## src/rtl/gdcio_defs.svh

```systemverilog
// Purpose: timing counts and reset values for the gauge discrete control block
// Assumes: 100 MHz mclk_i
// Notes:   definitions only
`ifndef GDCIO_DEFS_SVH
`define GDCIO_DEFS_SVH

// ****************************************
// timing
// ****************************************
`define GDCIO_CLK_MHZ          100
`define GDCIO_DEB_US           5
`define GDCIO_DEB_CYC          (`GDCIO_DEB_US * `GDCIO_CLK_MHZ)
`define GDCIO_TICK_MS          100
`define GDCIO_TICK_CYC         (`GDCIO_TICK_MS * 1000 * `GDCIO_CLK_MHZ)
`define GDCIO_TICKS_PER_MIN    600
`define GDCIO_DEGAS_MIN_LO     2
`define GDCIO_DEGAS_MIN_HI     10

// ****************************************
// widths and reset values
// ****************************************
`define GDCIO_DEB_W            10
`define GDCIO_TICK_W           24
`define GDCIO_DUR_W            13
`define GDCIO_MIN_W            4
`define GDCIO_RST_INPUT        1'b1

`endif

```

## src/rtl/gdcio_pkg.sv

```systemverilog
// Purpose: types for the gauge discrete control block
// Assumes: nothing
// Notes:   sources and degas states
package gdcio_pkg;

  // command pulses from serial and panel sources
  typedef struct packed {
    logic fil_on;
    logic fil_off;
    logic emis_hi;
    logic emis_lo;
    logic degas_on;
    logic degas_off;
  } gdcio_cmd_t;

  // filament and emission status carried to the outputs; degas_act is held at 0 and drives no output
  typedef struct packed {
    logic ion_gauge_filament;
    logic emis_4ma;
    logic degas_act;
  } gdcio_stat_t;

  typedef enum logic [1:0] {
    GDCIO_DG_IDLE,
    GDCIO_DG_RUN
  } gdcio_dg_t;

endpackage : gdcio_pkg

```

## src/rtl/gdcio_in_filt.sv

```systemverilog
// Purpose: synchronise and debounce one ground-active input
// Assumes: asynchronous pin input
// Notes:   three flops, then a stable-time filter
`timescale 1ns/1ps
`include "gdcio_defs.svh"

module gdcio_in_filt
  import gdcio_pkg::*;
(
  input  wire logic mclk_i,    // system clock
  input  wire logic rst_n_i,   // sync reset, active low
  input  wire logic pin_n_i,   // raw pin, low = grounded
  output logic      grounded_o // filtered, high = grounded
);

  logic                    s1_r, s2_r, s3_r;
  logic                    s1_nxt, s2_nxt, s3_nxt;
  logic [`GDCIO_DEB_W-1:0] cnt_r, cnt_nxt;
  logic                    stab_r, stab_nxt;

  // next state: sync chain and stable counter
  always_comb begin
    s1_nxt   = pin_n_i;
    s2_nxt   = s1_r;
    s3_nxt   = s2_r;
    cnt_nxt  = cnt_r;
    stab_nxt = stab_r;
    if (s2_r != s3_r) begin
      cnt_nxt = '0;
    end else if (s3_r == stab_r) begin
      cnt_nxt = '0;
    end else if (cnt_r == `GDCIO_DEB_W'(`GDCIO_DEB_CYC - 1)) begin
      stab_nxt = s3_r;
      cnt_nxt  = '0;
    end else begin
      cnt_nxt = cnt_r + `GDCIO_DEB_W'(1);
    end
  end

  // registers
  always_ff @(posedge mclk_i) begin
    if (!rst_n_i) begin
      s1_r   <= `GDCIO_RST_INPUT;
      s2_r   <= `GDCIO_RST_INPUT;
      s3_r   <= `GDCIO_RST_INPUT;
      cnt_r  <= '0;
      stab_r <= `GDCIO_RST_INPUT;
    end else begin
      s1_r   <= s1_nxt;
      s2_r   <= s2_nxt;
      s3_r   <= s3_nxt;
      cnt_r  <= cnt_nxt;
      stab_r <= stab_nxt;
    end
  end

  assign grounded_o = ~stab_r;

endmodule : gdcio_in_filt

```

## src/rtl/gdcio_top.sv

```systemverilog
// Purpose: discrete control and status logic of an ion vacuum gauge module
// Assumes: 100 MHz mclk_i, pins ground-active
// Notes:   serial and panel sources arrive as one-cycle command pulses
`timescale 1ns/1ps
`include "gdcio_defs.svh"

// Notes on behaviour
// - while the sensor input is held grounded the filament is on and the sensor active, unless a later fil_off command switches them off.
// - releasing ground on the sensor input, when it controls, switches the filament off.
// - a momentary ground pulse on the degas input starts a degas cycle.
// - degas runs for the set 2 to 10 minutes even after the trigger input is released.
// - a new degas start needs the trigger released and grounded again.
// - a grounded emission input selects 4 mA, otherwise 100 uA, unless an emis_hi or emis_lo command comes after the last pin change.
// - the degas status transistor is on exactly while degas runs.
// - the sensor status transistor is on exactly while the filament is on.
// - filament, emission and degas are also driven by serial and panel commands.
// - after reset the filament is off and the sensor inactive.
module gdcio_top
  import gdcio_pkg::*;
(
  input  wire logic                    mclk_i,        // system clock
  input  wire logic                    rst_n_i,       // sync reset, active low
  input  wire logic                    sens_n_i,      // sensor on/off pin, low = on
  input  wire logic                    degas_n_i,     // degas trigger pin, low = start
  input  wire logic                    emis_n_i,      // emission pin, low = 4 mA
  input  wire logic [`GDCIO_MIN_W-1:0] degas_min_i,   // degas minutes, 2..10
  input  wire gdcio_cmd_t              ser_cmd_i,     // serial command pulses
  input  wire gdcio_cmd_t              pnl_cmd_i,     // panel command pulses
  output logic                         fil_on_o,      // filament drive
  output logic                         emis_4ma_o,    // emission select, 1 = 4 mA
  output logic                         degas_on_o,    // degas drive
  output logic                         degas_stat_o,  // degas status pin, 1 = off
  output logic                         degas_stat_oe_n_o, // low = transistor on
  output logic                         sens_stat_o,   // sensor status pin, 1 = off
  output logic                         sens_stat_oe_n_o   // low = transistor on
);

  // ****************************************
  // input filters
  // ****************************************
  logic [2:0] pin_n;
  logic [2:0] gnd;
  assign pin_n = {emis_n_i, degas_n_i, sens_n_i};

  // one filter per ground-active pin
  genvar gi;
  generate
    for (gi = 0; gi < 3; gi++) begin : g_filt
      gdcio_in_filt u_filt (
        .mclk_i     (mclk_i),
        .rst_n_i    (rst_n_i),
        .pin_n_i    (pin_n[gi]),
        .grounded_o (gnd[gi])
      );
    end
  endgenerate

  // ****************************************
  // edge detect on filtered levels
  // ****************************************
  logic [2:0] gnd_d_r, gnd_d_nxt;
  logic [2:0] fall, rise;

  // a change of a filtered level is one event
  always_comb begin
    gnd_d_nxt = gnd;
    fall      = gnd & ~gnd_d_r;       // became grounded
    rise      = ~gnd & gnd_d_r;       // ground released
  end

  always_ff @(posedge mclk_i) begin
    if (!rst_n_i) begin
      gnd_d_r <= 3'h0;
    end else begin
      gnd_d_r <= gnd_d_nxt;
    end
  end

  // any source command, one cycle wide
  function automatic logic any_cmd(input logic a, input logic b);
    any_cmd = a | b;
  endfunction : any_cmd

  // ****************************************
  // filament and emission
  // ****************************************
  gdcio_stat_t st_r, st_nxt;
  logic        deg_done;

  // pin edges and commands steer the filament; last event wins
  always_comb begin
    st_nxt = st_r;
    if (fall[0]) begin
      st_nxt.ion_gauge_filament = 1'b1;
    end else if (rise[0]) begin
      st_nxt.ion_gauge_filament = 1'b0;
    end else if (any_cmd(ser_cmd_i.fil_off, pnl_cmd_i.fil_off)) begin
      st_nxt.ion_gauge_filament = 1'b0;
    end else if (any_cmd(ser_cmd_i.fil_on, pnl_cmd_i.fil_on)) begin
      st_nxt.ion_gauge_filament = 1'b1;
    end
    if (fall[2]) begin
      st_nxt.emis_4ma = 1'b1;
    end else if (rise[2]) begin
      st_nxt.emis_4ma = 1'b0;
    end else if (any_cmd(ser_cmd_i.emis_hi, pnl_cmd_i.emis_hi)) begin
      st_nxt.emis_4ma = 1'b1;
    end else if (any_cmd(ser_cmd_i.emis_lo, pnl_cmd_i.emis_lo)) begin
      st_nxt.emis_4ma = 1'b0;
    end
    st_nxt.degas_act = 1'b0;
  end

  // ****************************************
  // degas timer
  // ****************************************
  gdcio_dg_t               dg_r, dg_nxt;
  logic [`GDCIO_TICK_W-1:0] tick_r, tick_nxt;
  logic [`GDCIO_DUR_W-1:0]  rem_r, rem_nxt;
  logic [`GDCIO_MIN_W-1:0]  mins;
  logic                     start, stop;

  // clamp the set minutes to the legal span
  always_comb begin
    if (degas_min_i < `GDCIO_MIN_W'(`GDCIO_DEGAS_MIN_LO)) begin
      mins = `GDCIO_MIN_W'(`GDCIO_DEGAS_MIN_LO);
    end else if (degas_min_i > `GDCIO_MIN_W'(`GDCIO_DEGAS_MIN_HI)) begin
      mins = `GDCIO_MIN_W'(`GDCIO_DEGAS_MIN_HI);
    end else begin
      mins = degas_min_i;
    end
  end

  // start on a fresh grounding or a degas_on command, so a held pin never retriggers
  assign start = fall[1] | any_cmd(ser_cmd_i.degas_on, pnl_cmd_i.degas_on);
  assign stop  = any_cmd(ser_cmd_i.degas_off, pnl_cmd_i.degas_off);
  assign deg_done = (rem_r == '0);

  // degas state machine
  always_comb begin
    dg_nxt   = dg_r;
    tick_nxt = tick_r;
    rem_nxt  = rem_r;
    case (dg_r)
      // a pin edge beats a same-cycle stop, a stop beats a command start
      GDCIO_DG_IDLE: begin
        if (fall[1] || (start && !stop)) begin
          dg_nxt   = GDCIO_DG_RUN;
          tick_nxt = '0;
          rem_nxt  = `GDCIO_DUR_W'(mins * `GDCIO_TICKS_PER_MIN);
        end
      end
      GDCIO_DG_RUN: begin
        if (fall[1] || (start && !stop)) begin
          tick_nxt = '0;
          rem_nxt  = `GDCIO_DUR_W'(mins * `GDCIO_TICKS_PER_MIN);
        end else if (stop) begin
          dg_nxt  = GDCIO_DG_IDLE;
          rem_nxt = '0;
        end else if (deg_done) begin
          dg_nxt = GDCIO_DG_IDLE;
        end else if (tick_r == `GDCIO_TICK_W'(`GDCIO_TICK_CYC - 1)) begin
          tick_nxt = '0;
          if (rem_r == `GDCIO_DUR_W'(1)) begin
            dg_nxt  = GDCIO_DG_IDLE;
            rem_nxt = '0;
          end else begin
            rem_nxt = rem_r - `GDCIO_DUR_W'(1);
          end
        end else begin
          tick_nxt = tick_r + `GDCIO_TICK_W'(1);
        end
      end
      default: begin
        dg_nxt = GDCIO_DG_IDLE;
      end
    endcase
  end

  // ****************************************
  // registers and outputs
  // ****************************************
  always_ff @(posedge mclk_i) begin
    if (!rst_n_i) begin
      st_r              <= '0;
      dg_r              <= GDCIO_DG_IDLE;
      tick_r            <= '0;
      rem_r             <= '0;
      fil_on_o          <= 1'b0;
      emis_4ma_o        <= 1'b0;
      degas_on_o        <= 1'b0;
      degas_stat_o      <= 1'b1;
      degas_stat_oe_n_o <= 1'b1;
      sens_stat_o       <= 1'b1;
      sens_stat_oe_n_o  <= 1'b1;
    end else begin
      st_r              <= st_nxt;
      dg_r              <= dg_nxt;
      tick_r            <= tick_nxt;
      rem_r             <= rem_nxt;
      fil_on_o          <= st_nxt.ion_gauge_filament;
      emis_4ma_o        <= st_nxt.emis_4ma;
      degas_on_o        <= (dg_nxt == GDCIO_DG_RUN);
      // open collector: drive low when on, release otherwise
      degas_stat_o      <= 1'b0;
      degas_stat_oe_n_o <= ~(dg_nxt == GDCIO_DG_RUN);
      sens_stat_o       <= 1'b0;
      sens_stat_oe_n_o  <= ~st_nxt.ion_gauge_filament;
    end
  end

endmodule : gdcio_top

```

## config.mk

```make
export PLATFORM = sky130hd
export DESIGN_NAME = gdcio_top
export DESIGN_NICKNAME = d
export VERILOG_FILES = /design/src/rtl/gdcio_pkg.sv /design/src/rtl/gdcio_in_filt.sv /design/src/rtl/gdcio_top.sv
export VERILOG_INCLUDE_DIRS = /design/src /design/src/rtl
export SDC_FILE = /design/constraint.sdc
export NUM_CORES = 1
export LEC_CHECK = 0
export BUFFER_PORTS_ARGS = -buffer_cell sky130_fd_sc_hd__buf_2
export CAP_MARGIN = 20
export CORE_MARGIN = 3
export CORE_UTILIZATION = 64
export CTS_BUF_LIST = sky130_fd_sc_hd__clkbuf_8
export DETAILED_ROUTE_END_ITERATION = 12
export GPL_ROUTABILITY_DRIVEN = 1
export PLACE_DENSITY = 0.94
export SYNTH_ARGS = -nofsm -noshare
export SYNTH_HDL_FRONTEND = slang
export SYNTH_SLANG_ARGS = --single-unit
```

## constraint.sdc

```tcl
create_clock -name mclk_i -period 8.7 [get_ports mclk_i]
set_input_delay 1.305 -clock mclk_i [delete_from_list [all_inputs] [get_ports mclk_i]]
set_output_delay 1.305 -clock mclk_i [all_outputs]
set_load 0.01 [all_outputs]
```

==> summary.txt, run 1 <==
Outcome
  – Status: finished, final reports clean

Route
  – DR iter-0 viols: 317
  – DRC Markers: 0
  – WL final: 9460 um
  – Pre-antenna DRT Iters: 6
  – Routed wire length per instance: 14.5 um
  – Vias: 3823
  – Vias/cell: 5.85
  – Routed Antenna Nets: 0

Cells and area
  – Area Growth Syn to Fin: 8.44%
  – Post-layout instance count excluding filler cells: 654
  – Diode count: 0
  – Share of layout cells above drive strength 1: 10.5%
  – Count of filler cells inserted in the layout: 457
  – Final core occ: 73.9%
  – Nets: 597

Clock tree
  – Total CTS buffers: 9
  – Setup bufs post-CTS: 0
  – CTS Hold Bufs: 0
  – CTS Sinks: 90
  – Clock Latency Late Sink: 0.36 ns
  – TritonCTS clock tree: built
  – Max Root-Sink Buffers: 2
  – Clock slew at reported path FFs: 0.09 ns
  – CTS Root Cell: clkbuf_8
  – Htree depth: 3
  – CTS-repair resized insts: 0

Placed design
  – Port Buffers: 27
  – Placer Congestion: 0.908
  – DP HPWL: 6590 um
  – Dpl cells: 638

Logic synthesis
  – Synth cell types: 64
  – Largest family of logic cells by synthesized area: simple AND/OR/NAND/NOR gates
  – Seq/Total Area, Yosys: 40.3%
  – Syn Inst Count: 532
  – Post-synth EDFFs: 0
  – Cell Area, Synth: 4480 sq um
  – Synth Area in Simple Gates: 27.8%
  – Synth top area share: 40.3%
  – Mux cell area share after synthesis: 0.224%
  – Cell with the most instances after synthesis: dfxtp_1
  – Flops & latches, synth: 90
  – Synth area leaders: dfxtp_1 40%, nor2_1 7.3%, ha_1 5.3%, xnor2_1 5.3%, xor2_1 4.5%
  – Async SR Flop Fraction: 0%
  – XOR/XNOR share of the synthesized area: 9.78%
  – Syn avg cell area: 8.41 sq um
  – Cell accounting for the most synthesized area: dfxtp_1
  – Complex-gate fraction of the synthesized area: 12.3%
  – Ys Warns: 0
  – Synth top cells by count: 90 x dfxtp_1, 87 x nor2_1, 39 x nand2_1
  – Synthesized-area fraction occupied by adder cells: 5.98%
  – Syn Nets: 573
  – Synth Flop Type: dfxtp_1

Power
  – Clk pwr share: 34.8%
  – Sequential share of power: 55.0%
  – Leakage: 0.00180 uW
  – Final Power: 770 uW
  – Internal: 564 uW
  – Logic gate share of total power: 10.2%
  – NetSw: 206 uW
  – Switching share of total power: 26.7%
  – Max IR drop VDD: 0.150 mV
  – P per Cell Area: 159 nW/um^2

Die
  – Ports: 28
  – Initial Utilization: 68.1%
  – CORE AREA: 6570 sq um
  – Placement row count: 29
  – Die X: 89.6 um
  – Die ar.: 8030 sq um
  – Chip height: 89.6 um

STA
  – FMAX: 270 MHz
  – Max-slew headroom: 42.1%
  – RSZ-0062 raised after global routing: no
  – Clock Skew: 0.00453 ns
  – Slew Viols, Final: 0
  – Final Cycle Share: 42.6%
  – Final setup TNS: 0 ns
  – Period minus WS final: 3.71 ns
  – Worst-margin pin slew: 0.858 ns
  – Setup violations, final: 0
  – Final Hold Fails: 0

Global routing
  – Global-route wire length before repair: 16000 um
  – Gr usage total: 25.3%
  – Initial antenna violation count: 0
  – Total grt overflow: 0
  – Vias in the first global route: 3688
  – Largest net degree at the start of global routing: 37

Worst setup path
  – CP max-delay cell: fa_1
  – Worst path max stage delay: 0.48 ns
  – Delay-heaviest family, CP: compound AO/OA/AOI/OAI gates
  – Arr. time, crit path: 3.97 ns
  – Cells along the critical path: buf_2 -> nor2b_1 -> o21bai_1 -> ha_1 -> inv_1 -> fa_1 -> inv_1 -> ha_1 -> a211oi_1 -> o21bai_1 -> a21oi_1 -> xnor2_1 -> a21o_1 -> a31o_2
  – Buf/Inv on CP: 3
  – Worst Path Max Fanout: 6
  – Crit path launch type: input port
  – Element type at the critical path end: flip-flop
  – Req. time, crit path: 8.96 ns
  – Crit Path Category: input port to flip-flop

Run
  – Max cap viols: 0

Worst hold path
  – Hold Path Class: flip-flop to flip-flop
## power groups by stage
| stage | combinational (uW) | clock (uW) | sequential (uW) |
|---|---|---|---|
| after floorplan | 57.3 | 0 | 432 |
| after global placement | 74.9 | 0 | 432 |
| after detailed placement | 76.8 | 0 | 433 |
| after CTS | 78.1 | 272 | 423 |
| after global routing | 86.8 | 290 | 424 |
| final | 78.9 | 268 | 423 |
## stage by stage
step / worst slack, ns / hold slack [ns] / area [sq um]
global route: 4.78 / 0.427 / 4850
floorplan: 4.96 / 0.386 / 4480
global placement: 4.68 / 0.394 / 4670
CTS: 5.01 / 0.419 / 4850
detailed placement: 4.63 / 0.394 / 4670
finish: 4.99 / 0.416 / 4850
## state kept, by name, summed over array words and instances, names as in the netlist
signal,count
g_filt.u_filt.stab_r,3
g_filt.u_filt.s1_r,3
sens_stat_oe_n_o,1
degas_on_o,1
g_filt.u_filt.s3_r,3
degas_stat_oe_n_o,1
gnd_d_r,3
rem_r,13
tick_r,24
g_filt.u_filt.cnt_r,30
sens_stat_o,1
g_filt.u_filt.s2_r,3
dg_r,2
st_r,2
## placed cells by master (no fill, tap or decap), drive strengths merged, types with 3 or more instances in the layout
cell / instances
a211oi: 6
a21o: 5
a21oi: 22
a31o: 5
and3: 5
buf: 29
clkbuf: 10
dfxtp: 90
ha: 19
inv: 25
nand2: 39
nand2b: 13
nand3: 27
nand4: 12
nor2: 88
nor2b: 4
nor3: 12
nor4: 14
o21a: 4
o21ai: 17
o22ai: 3
or2: 6
or3: 7
or4: 7
xnor2: 27
xor2: 23
## cells by family after synthesis
| kind of cell | after synthesis |
|---|---|
| AND/OR/NAND/NOR | 248 |
| flip-flops | 90 |
| AO/OA/AOI/OAI | 82 |
| XOR/XNOR | 50 |
| buffers and inverters | 39 |
| adder cells (fa/ha/maj) | 21 |
| other | 1 |
| multiplexers | 1 |
## path summary, 6_finish.rpt
kind	from	to	slack (ns)	cells past startpoint
setup / recovery	degas_min_i[2]	rem_r[11]	4.99	14
hold reg to reg	g_filt[0].u_filt.s1_r	g_filt[0].u_filt.s2_r	0.42	1
setup reg to reg	tick_r[1]	rem_r[5]	5.66	6
hold / removal	g_filt[0].u_filt.s1_r	g_filt[0].u_filt.s2_r	0.42	1
## area by class of cell
class / instances / area [sq um] / share of cell area (%)
inverter: 23 / 86.3 / 1.78
clock inverter: 6 / 48.8 / 1.01
tap: 93 / 116 / 2.40
sequential: 90 / 1800 / 37.1
multi-input combinational: 403 / 2510 / 51.8
timing repair buffer: 29 / 150 / 3.09
clock buffer: 10 / 138 / 2.84
## per-layer routing
layer | up-vias | track usage (%) | part of all wire, %
li1 | 1904 | - | -
met1 | 1784 | 29.0 | 42
met2 | 112 | 45.1 | 51
met3 | 23 | 6.48 | 4.7
met4 | 0 | 9.74 | 2.0
met5 | - | 0 | 0
## worst register-to-register path: stages, from the launching register on
cell and delay [ns]:
dfxtp_1 0.43, ha_1 0.23, nand3_1 0.42, or4b_2 0.85, nand2_1 0.51, o21ai_0 0.22, a31o_2 0.29
Note: power is estimated with default switching activity, not from simulation.
==> run 2, diff against run 1 <==
--- a/config.mk
+++ b/config.mk
@@ -6,14 +6,15 @@
 export SDC_FILE = /design/constraint.sdc
 export NUM_CORES = 1
 export LEC_CHECK = 0
+export ABC_AREA = 1
 export BUFFER_PORTS_ARGS = -buffer_cell sky130_fd_sc_hd__buf_2
 export CAP_MARGIN = 20
 export CORE_MARGIN = 3
-export CORE_UTILIZATION = 64
+export CORE_UTILIZATION = 63
 export CTS_BUF_LIST = sky130_fd_sc_hd__clkbuf_8
 export DETAILED_ROUTE_END_ITERATION = 12
 export GPL_ROUTABILITY_DRIVEN = 1
-export PLACE_DENSITY = 0.94
+export PLACE_DENSITY = 0.93
 export SYNTH_ARGS = -nofsm -noshare
 export SYNTH_HDL_FRONTEND = slang
 export SYNTH_SLANG_ARGS = --single-unit
==> constraint.sdc (replaced) <==
create_clock -name mclk_i -period 3.7 [get_ports mclk_i]
set_input_delay 0.555 -clock mclk_i [delete_from_list [all_inputs] [get_ports mclk_i]]
set_output_delay 0.555 -clock mclk_i [all_outputs]
set_load 0.01 [all_outputs]
==> run 2 against run 1 <==
Net effect: via count grew 21%; cell area is 8.3% higher; global-route usage is 0.66 points lower; synthesized area rose by 9.4%; synthesized cell count increased by 38%; register-to-register slack got worse by 4.3 ns; worst hold slack worse by 0.025 ns; sequential share of layout area fell by 2.8 points; first-iteration DRC count down 37%; largest cell class unchanged.
==> summary.txt, run 2 <==
Logic synthesis
  – Async SR Flop Fraction: 0% (unchanged)
  – Post-synth EDFFs: 0 (unchanged)
  – Synth top cells by count: 169 x nand2_1, 139 x nor2_1, 90 x dfxtp_1
  – Syn Inst Count: 733 (+38%)
  – Ys Warns: 0 (unchanged)
  – Cell with the most instances after synthesis: nand2_1
  – Synth Flop Type: dfxtp_1
  – Seq/Total Area, Yosys: 36.8% (-3.5 points)
  – Synth area leaders: dfxtp_1 37%, nand2_1 13%, nor2_1 11%, inv_1 6.7%, ha_1 4.9%
  – Cell accounting for the most synthesized area: dfxtp_1
  – Cell Area, Synth: 4900 sq um (+9.4%)
  – Synth top area share: 36.8% (-3.5 points)
  – Syn avg cell area: 6.68 sq um (-21%)
  – Flops & latches, synth: 90 (unchanged)
  – Syn Nets: 774 (+35%)
  – Synth cell types: 39 (-39%)

STA
  – RSZ-0062 raised after global routing: no
  – Clock Skew: 0.0119 ns (+0.00737 ns)
  – Slew Viols, Final: 0 (unchanged)
  – Period minus WS final: 2.65 ns
  – Final Cycle Share: 71.6%
  – FMAX: 377 MHz
  – Setup violations, final: 0 (unchanged)
  – Final Hold Fails: 0 (unchanged)
  – Worst-margin pin slew: 0.667 ns (-0.191 ns)
  – Max-slew headroom: 55.5% (+13 points)
  – Final setup TNS: 0 ns (unchanged)

Die
  – Placement row count: 31 (+6.9%)
  – Die ar.: 8870 sq um (+10%)
  – Die X: 94.2 um (+5.1%)
  – Ports: 28 (unchanged)
  – Initial Utilization: 66.1% (-2.0 points)
  – Chip height: 94.2 um (+5.1%)
  – CORE AREA: 7410 sq um (+13%)

Placed design
  – Port Buffers: 27 (unchanged)
  – Dpl cell area: 5070 sq um (+8.7%)
  – Placer Congestion: 0.929 (+2.2%)
  – DP HPWL: 7670 um (+16%)

Clock tree
  – CTS-repair resized insts: 0 (unchanged)
  – Max Root-Sink Buffers: 2 (unchanged)
  – Setup bufs post-CTS: 0 (unchanged)
  – Clock Latency Late Sink: 0.36 ns (about the same)
  – Clock slew at reported path FFs: 0.09 ns (about the same)
  – CTS Sinks: 90 (unchanged)
  – Htree depth: 3 (unchanged)
  – CTS Root Cell: clkbuf_8
  – CTS Hold Bufs: 0 (unchanged)
  – Total CTS buffers: 9 (unchanged)
  – TritonCTS clock tree: built

Cells and area
  – Share of layout cells above drive strength 1: 8.92% (-1.6 points)
  – Finished Cell Area: 5260 sq um (+8.3%)
  – Count of filler cells inserted in the layout: 603 (+32%)
  – Diode count: 0 (unchanged)
  – Top reg by flops: g_filt.u_filt.cnt_r
  – Area Growth Syn to Fin: 7.33%
  – Max reg flops: 30 (unchanged)
  – Regs by FF count: g_filt.u_filt.cnt_r x30, tick_r x24, rem_r x13
  – Nets: 798 (+34%)
  – Commonest non-fill, non-tap cell in the layout: nand2_1
  – Most frequent cells in the layout: 169 x nand2_1, 139 x nor2_1, 90 x dfxtp_1, 88 x inv_1, 45 x nand3_1

Power
  – P per Cell Area: 351 nW/um^2 (+120%)
  – Leakage: 0.00229 uW (+27%)
  – Max IR drop VDD: 0.373 mV (+150%)

Worst setup path
  – Arr. time, crit path: 2.91 ns (-1.06 ns)
  – Cells along the critical path: buf_2 -> inv_1 -> nand2_1 -> inv_1 -> ha_1 -> inv_1 -> fa_1 -> inv_1 -> ha_1 -> nand3_1 -> nand2_1 -> or2_2 -> nand3_1 -> o21ai_0 -> nor2_1 -> nor2_1
  – Req. time, crit path: 3.96 ns (-5.00 ns)
  – CP max-delay cell: fa_1
  – Crit path top cell by count: inv_1
  – Crit Path Category: input port to flip-flop
  – Buf/Inv on CP: 5 (+2)
  – Delay-heaviest family, CP: adder cells
  – Crit path launch type: input port
  – R2R Setup Slk: 1.34 ns (-4.32 ns)
  – Element type at the critical path end: flip-flop
  – Worst Path Max Fanout: 7 (+1)
  – Worst path max stage delay: 0.50 ns (+0.02 ns)

Global routing
  – Total grt overflow: 0 (unchanged)
  – Vias in the first global route: 4506 (+22%)
  – Global-route wire length before repair: 17800 um (+12%)
  – Initial antenna violation count: 0 (unchanged)
  – Gr usage total: 24.7% (-0.66 points)
  – Largest net degree at the start of global routing: 30 (-19%)

Outcome
  – Status: finished, final reports clean

Route
  – Routed wire length per instance: 11.9 um (-18%)
  – Pre-antenna DRT Iters: 5 (-1)
  – DR iter-0 viols: 201 (-37%)
  – Vias: 4638 (+21%)
  – WL final: 10300 um (+8.4%)
  – DRC Markers: 0 (unchanged)
  – Routed Antenna Nets: 0 (unchanged)
  – Vias/cell: 5.39 (-7.8%)

Worst hold path
  – Hold Path Class: input port to flip-flop

Run
  – Max cap viols: 0 (unchanged)
==> run 2: worst register-to-register path, cell delays in order, from the launching register on <==
cell and delay (ns):
dfxtp_1 0.38, inv_1 0.09, ha_1 0.28, nand2_4 0.11
nor2_4 0.05, nand3_2 0.09, nand2_1 0.07, nand2_2 0.42
clkinv_1 0.40, or2_0 0.30, a21oi_1 0.11
==> run 2: routing by layer <==
layer	up-vias	track usage [%]	wire length [um]
met4	0	12.2	281
met5	-	0	0
met3	30	4.81	515
met1	2085	27.0	4260
met2	142	45.0	5210
li1	2381	-	-
==> run 2: final timing paths <==
path                            depth (start not counted)                  start                    end
worst max-delay path                                   16         degas_min_i[3]               rem_r[9]
worst min-delay path                                    2               sens_n_i  g_filt[0].u_filt.s1_r
worst max register to register                         10               rem_r[0]              tick_r[0]
worst min register to register                          1  g_filt[2].u_filt.s1_r  g_filt[2].u_filt.s2_r
==> run 2: kinds of logic after synthesis <==
logic type | Yosys count | share of synthesized area, %
compound gates | 64 | 7.44
xor+xnor | 17 | 3.04
fa+ha+maj | 20 | 5.26
buf+inv | 104 | 8.71
flops | 90 | 36.8
other cells | 1 | 0.0766
simple gates | 437 | 38.7
==> run 2: cell type report <==
cell class | count | area [sq um] | area share, %
clock buffers | 9 | 124 | 2.36
inverters | 89 | 334 | 6.36
repair buffers | 28 | 143 | 2.71
well taps | 99 | 124 | 2.36
clock inverters | 7 | 61.3 | 1.17
multi-input cells | 539 | 2670 | 50.8
flip-flops and latches | 90 | 1800 | 34.3
==> run 2: per-stage QoR <==
step | utilization (%) | total power [uW] | hold slack [ns] | setup WS [ns] | instances
2_1_floorplan | - | 1190 | 0.393 | 1.11 | 733
3_3_place_gp | 68.5 | 1230 | 0.393 | 0.887 | 845
3_5_place_dp | 68.5 | 1240 | 0.407 | 0.708 | 845
4_1_cts | 71.0 | 1860 | 0.378 | 1.10 | 861
5_1_grt | 71.0 | 1930 | 0.368 | 0.923 | 861
6_report | 71.0 | 1850 | 0.391 | 1.05 | 861
==> run 2: power breakdown <==
part	internal (uW)	switching [uW]	total, uW
logic	82.3	143	225
clock network	254	370	624
registers	985	11.9	996
total	1320	524	1850
==> run 3, diff against run 2 <==
--- a/config.mk
+++ b/config.mk
@@ -10,11 +10,11 @@
 export BUFFER_PORTS_ARGS = -buffer_cell sky130_fd_sc_hd__buf_2
 export CAP_MARGIN = 20
 export CORE_MARGIN = 3
-export CORE_UTILIZATION = 63
+export CORE_UTILIZATION = 57
 export CTS_BUF_LIST = sky130_fd_sc_hd__clkbuf_8
 export DETAILED_ROUTE_END_ITERATION = 12
 export GPL_ROUTABILITY_DRIVEN = 1
-export PLACE_DENSITY = 0.93
+export PLACE_DENSITY = 0.89
 export SYNTH_ARGS = -nofsm -noshare
 export SYNTH_HDL_FRONTEND = slang
 export SYNTH_SLANG_ARGS = --single-unit
==> constraint.sdc (replaced) <==
create_clock -name mclk_i -period 2.3 [get_ports mclk_i]
set_input_delay 0.345 -clock mclk_i [delete_from_list [all_inputs] [get_ports mclk_i]]
set_output_delay 0.345 -clock mclk_i [all_outputs]
set_load 0.01 [all_outputs]
==> run 3 against run 2 <==
Net effect: sequential share of layout area down 1.2 points; total power up 67%; non-clock buffer count up 15; setup slack worse by 0.89 ns; largest cell class unchanged.
==> summary.txt, run 3 (synthesis gave the netlist of run 2 again) <==
Cells and area
  – Share of layout cells above drive strength 1: 12.0% (+3.0 points)
  – Multi-input gate area: 2730 sq um (+2.2%)
  – Reg area: 1800 sq um (unchanged)
  – Commonest non-fill, non-tap cell in the layout: nand2_1
  – Nets: 813 (+1.9%)
  – Max reg flops: 30 (unchanged)
  – Count of filler cells inserted in the layout: 701 (+16%)
  – Most frequent cells in the layout: 168 x nand2_1, 138 x nor2_1, 90 x dfxtp_1, 87 x inv_1, 44 x nand3_1
  – Regs by FF count: g_filt.u_filt.cnt_r x30, tick_r x24, rem_r x13
  – Area Growth Syn to Fin: 11.2%
  – Top reg by flops: g_filt.u_filt.cnt_r
  – Final core occ: 65.6% (-5.3 points)
  – Diode count: 0 (unchanged)

Route
  – Routed Antenna Nets: 0 (unchanged)
  – DRC Markers: 0 (unchanged)
  – Routed wire length per instance: 12.0 um (+0.71%)
  – DR iter-0 viols: 295 (+47%)
  – WL final: 10600 um (+3.2%)
  – Vias: 4713 (+1.6%)
  – Vias/cell: 5.34 (-0.80%)
  – Pre-antenna DRT Iters: 5 (unchanged)

Die
  – Chip height: 98.7 um (+4.8%)
  – Initial Utilization: 59.0% (-7.1 points)
  – Die X: 98.7 um (+4.8%)
  – Placement row count: 33 (+6.5%)
  – Ports: 28 (unchanged)
  – Die ar.: 9740 sq um (+9.8%)
  – CORE AREA: 8300 sq um (+12%)

Placed design
  – DP Worst Slack: -0.249 ns (-0.958 ns)
  – DP HPWL: 7850 um (+2.4%)
  – Port Buffers: 27 (unchanged)
  – Placer Congestion: 0.916 (-1.3%)

STA
  – Final Hold Fails: 0 (unchanged)
  – FMAX: 468 MHz
  – Setup violations, final: 0 (unchanged)
  – Final setup TNS: 0 ns (unchanged)
  – Fin worst setup slack: 0.162 ns (-0.888 ns)
  – Clock Skew: 0.0156 ns (+0.00373 ns)
  – Worst-margin pin slew: 0.612 ns (-0.0547 ns)
  – Final Cycle Share: 93.0%
  – RSZ-0062 raised after global routing: no
  – Period minus WS final: 2.14 ns
  – Max-slew headroom: 59.2% (+3.7 points)
  – Slew Viols, Final: 0 (unchanged)

Outcome
  – Status: finished, final reports clean

Global routing
  – Largest net degree at the start of global routing: 22 (-27%)
  – Vias in the first global route: 4465 (-0.91%)
  – Gr busiest metal: met2
  – GR Util met1: 27.9% (+0.82 points)
  – Initial antenna violation count: 0 (unchanged)
  – Gr usage total: 22.8% (-1.9 points)
  – Global-route wire length before repair: 18700 um (+5.0%)
  – Total grt overflow: 0 (unchanged)
  – Met3 usage: 4.25% (-0.56 points)
  – M2 GR Usage: 40.4% (-4.6 points)

Power
  – Sequential share of power: 52.0% (-2.0 points)
  – Leakage: 0.00238 uW (+3.6%)
  – NetSw: 911 uW (+74%)
  – Max IR drop VDD: 0.415 mV (+11%)
  – Logic gate share of total power: 13.2% (+1.0 points)
  – Switching share of total power: 29.5% (+1.1 points)
  – P per Cell Area: 566 nW/um^2 (+61%)
  – Clk pwr share: 34.8% (+1.0 points)
  – Internal: 2170 uW (+65%)

Clock tree
  – TritonCTS clock tree: built
  – Max Root-Sink Buffers: 2 (unchanged)
  – Htree depth: 3 (unchanged)
  – Setup bufs post-CTS: 0 (unchanged)
  – CTS Root Cell: clkbuf_8
  – CTS Hold Bufs: 0 (unchanged)
  – CTS Sinks: 90 (unchanged)
  – Clock Latency Late Sink: 0.37 ns (about the same)
  – Clock slew at reported path FFs: 0.11 ns (+0.02 ns)
  – Total CTS buffers: 9 (unchanged)

Worst setup path
  – Element type at the critical path end: flip-flop
  – Cells along the critical path: buf_2 -> nor3_2 -> inv_1 -> nand2_2 -> ha_1 -> inv_1 -> fa_1 -> inv_1 -> ha_2 -> nand3_2 -> nand2_1 -> or2_2 -> nand3_1 -> o21ai_1 -> nor2_1 -> nor2_1
  – Crit path top cell by count: inv_1
  – Arr. time, crit path: 2.42 ns (-0.49 ns)
  – Crit path launch type: input port
  – Worst Path Max Fanout: 4 (-3)
  – CP max-delay cell: fa_1
  – Req. time, crit path: 2.58 ns (-1.38 ns)
  – Worst path max stage delay: 0.49 ns (about the same)
  – Crit Path Category: input port to flip-flop

Worst hold path
  – Hold Path Class: input port to flip-flop

Run
  – Max cap viols: 0 (unchanged)
[run 3: changes by cell type in the layout (fill, tap and decap cells not counted), sizes merged]
cell / previous run / this run
clkinvlp: 2 / 0
buf: 28 / 43
inv: 90 / 91
clkinv: 4 / 5
[run 3: layout make-up]
cell class              instances  share of cell area [%]
repair buffers                 43                    4.69
inverters                      89                    6.13
well taps                     105                    2.41
clock buffers                   9                    2.27
flip-flops and latches         90                    33.1
clock inverters                 7                    1.36
multi-input cells             539                    50.1
[run 3: critical path: cells and delay by family]
family	cells	cell delay, ns
buffers and inverters	4	0.31
adders and majority gates	3	0.83
AOI/OAI and AO/OA	1	0.06
and+or+nand+nor	8	0.87
[run 3: power groups by stage]
stage	clock, uW	combinational [uW]	sequential [uW]
floorplan	0	280	1640
global placement	0	375	1640
detailed placement	0	390	1640
CTS	1090	392	1600
global route	1150	466	1610
finish	1070	407	1600
[run 3: layer usage]
layer  up-vias  routed length [um]
li1       2407                   -
met1      2146                4620
met2       137                5160
met3        23                 595
met4         0                 209
met5         -                   0
[run 3: timing repair]
item,in CTS,in global routing
setup endpoints to repair,0,5
hold endpoints to repair,0,0
resized for setup,0,5
[run 3: final timing paths]
check / start / end / slack [ns] / cells after the start
worst max-delay path: degas_min_i[2] / rem_r[9] / 0.16 / 16
worst max register to register: rem_r[0] / tick_r[0] / 0.24 / 10
worst min register to register: g_filt[2].u_filt.s1_r / g_filt[2].u_filt.s2_r / 0.41 / 1
worst min-delay path: degas_n_i / g_filt[1].u_filt.s1_r / 0.15 / 2
[run 3: stage by stage]
step / power (uW) / cells / hold slack (ns) / instance area [sq um]
final: 3080 / 882 / 0.153 / 5450
after CTS: 3080 / 882 / 0.144 / 5410
after global routing: 3220 / 882 / 0.148 / 5450
after floorplan: 1920 / 733 / 0.393 / 4920
after global placement: 2010 / 866 / 0.395 / 5210
after detailed placement: 2030 / 866 / 0.402 / 5210
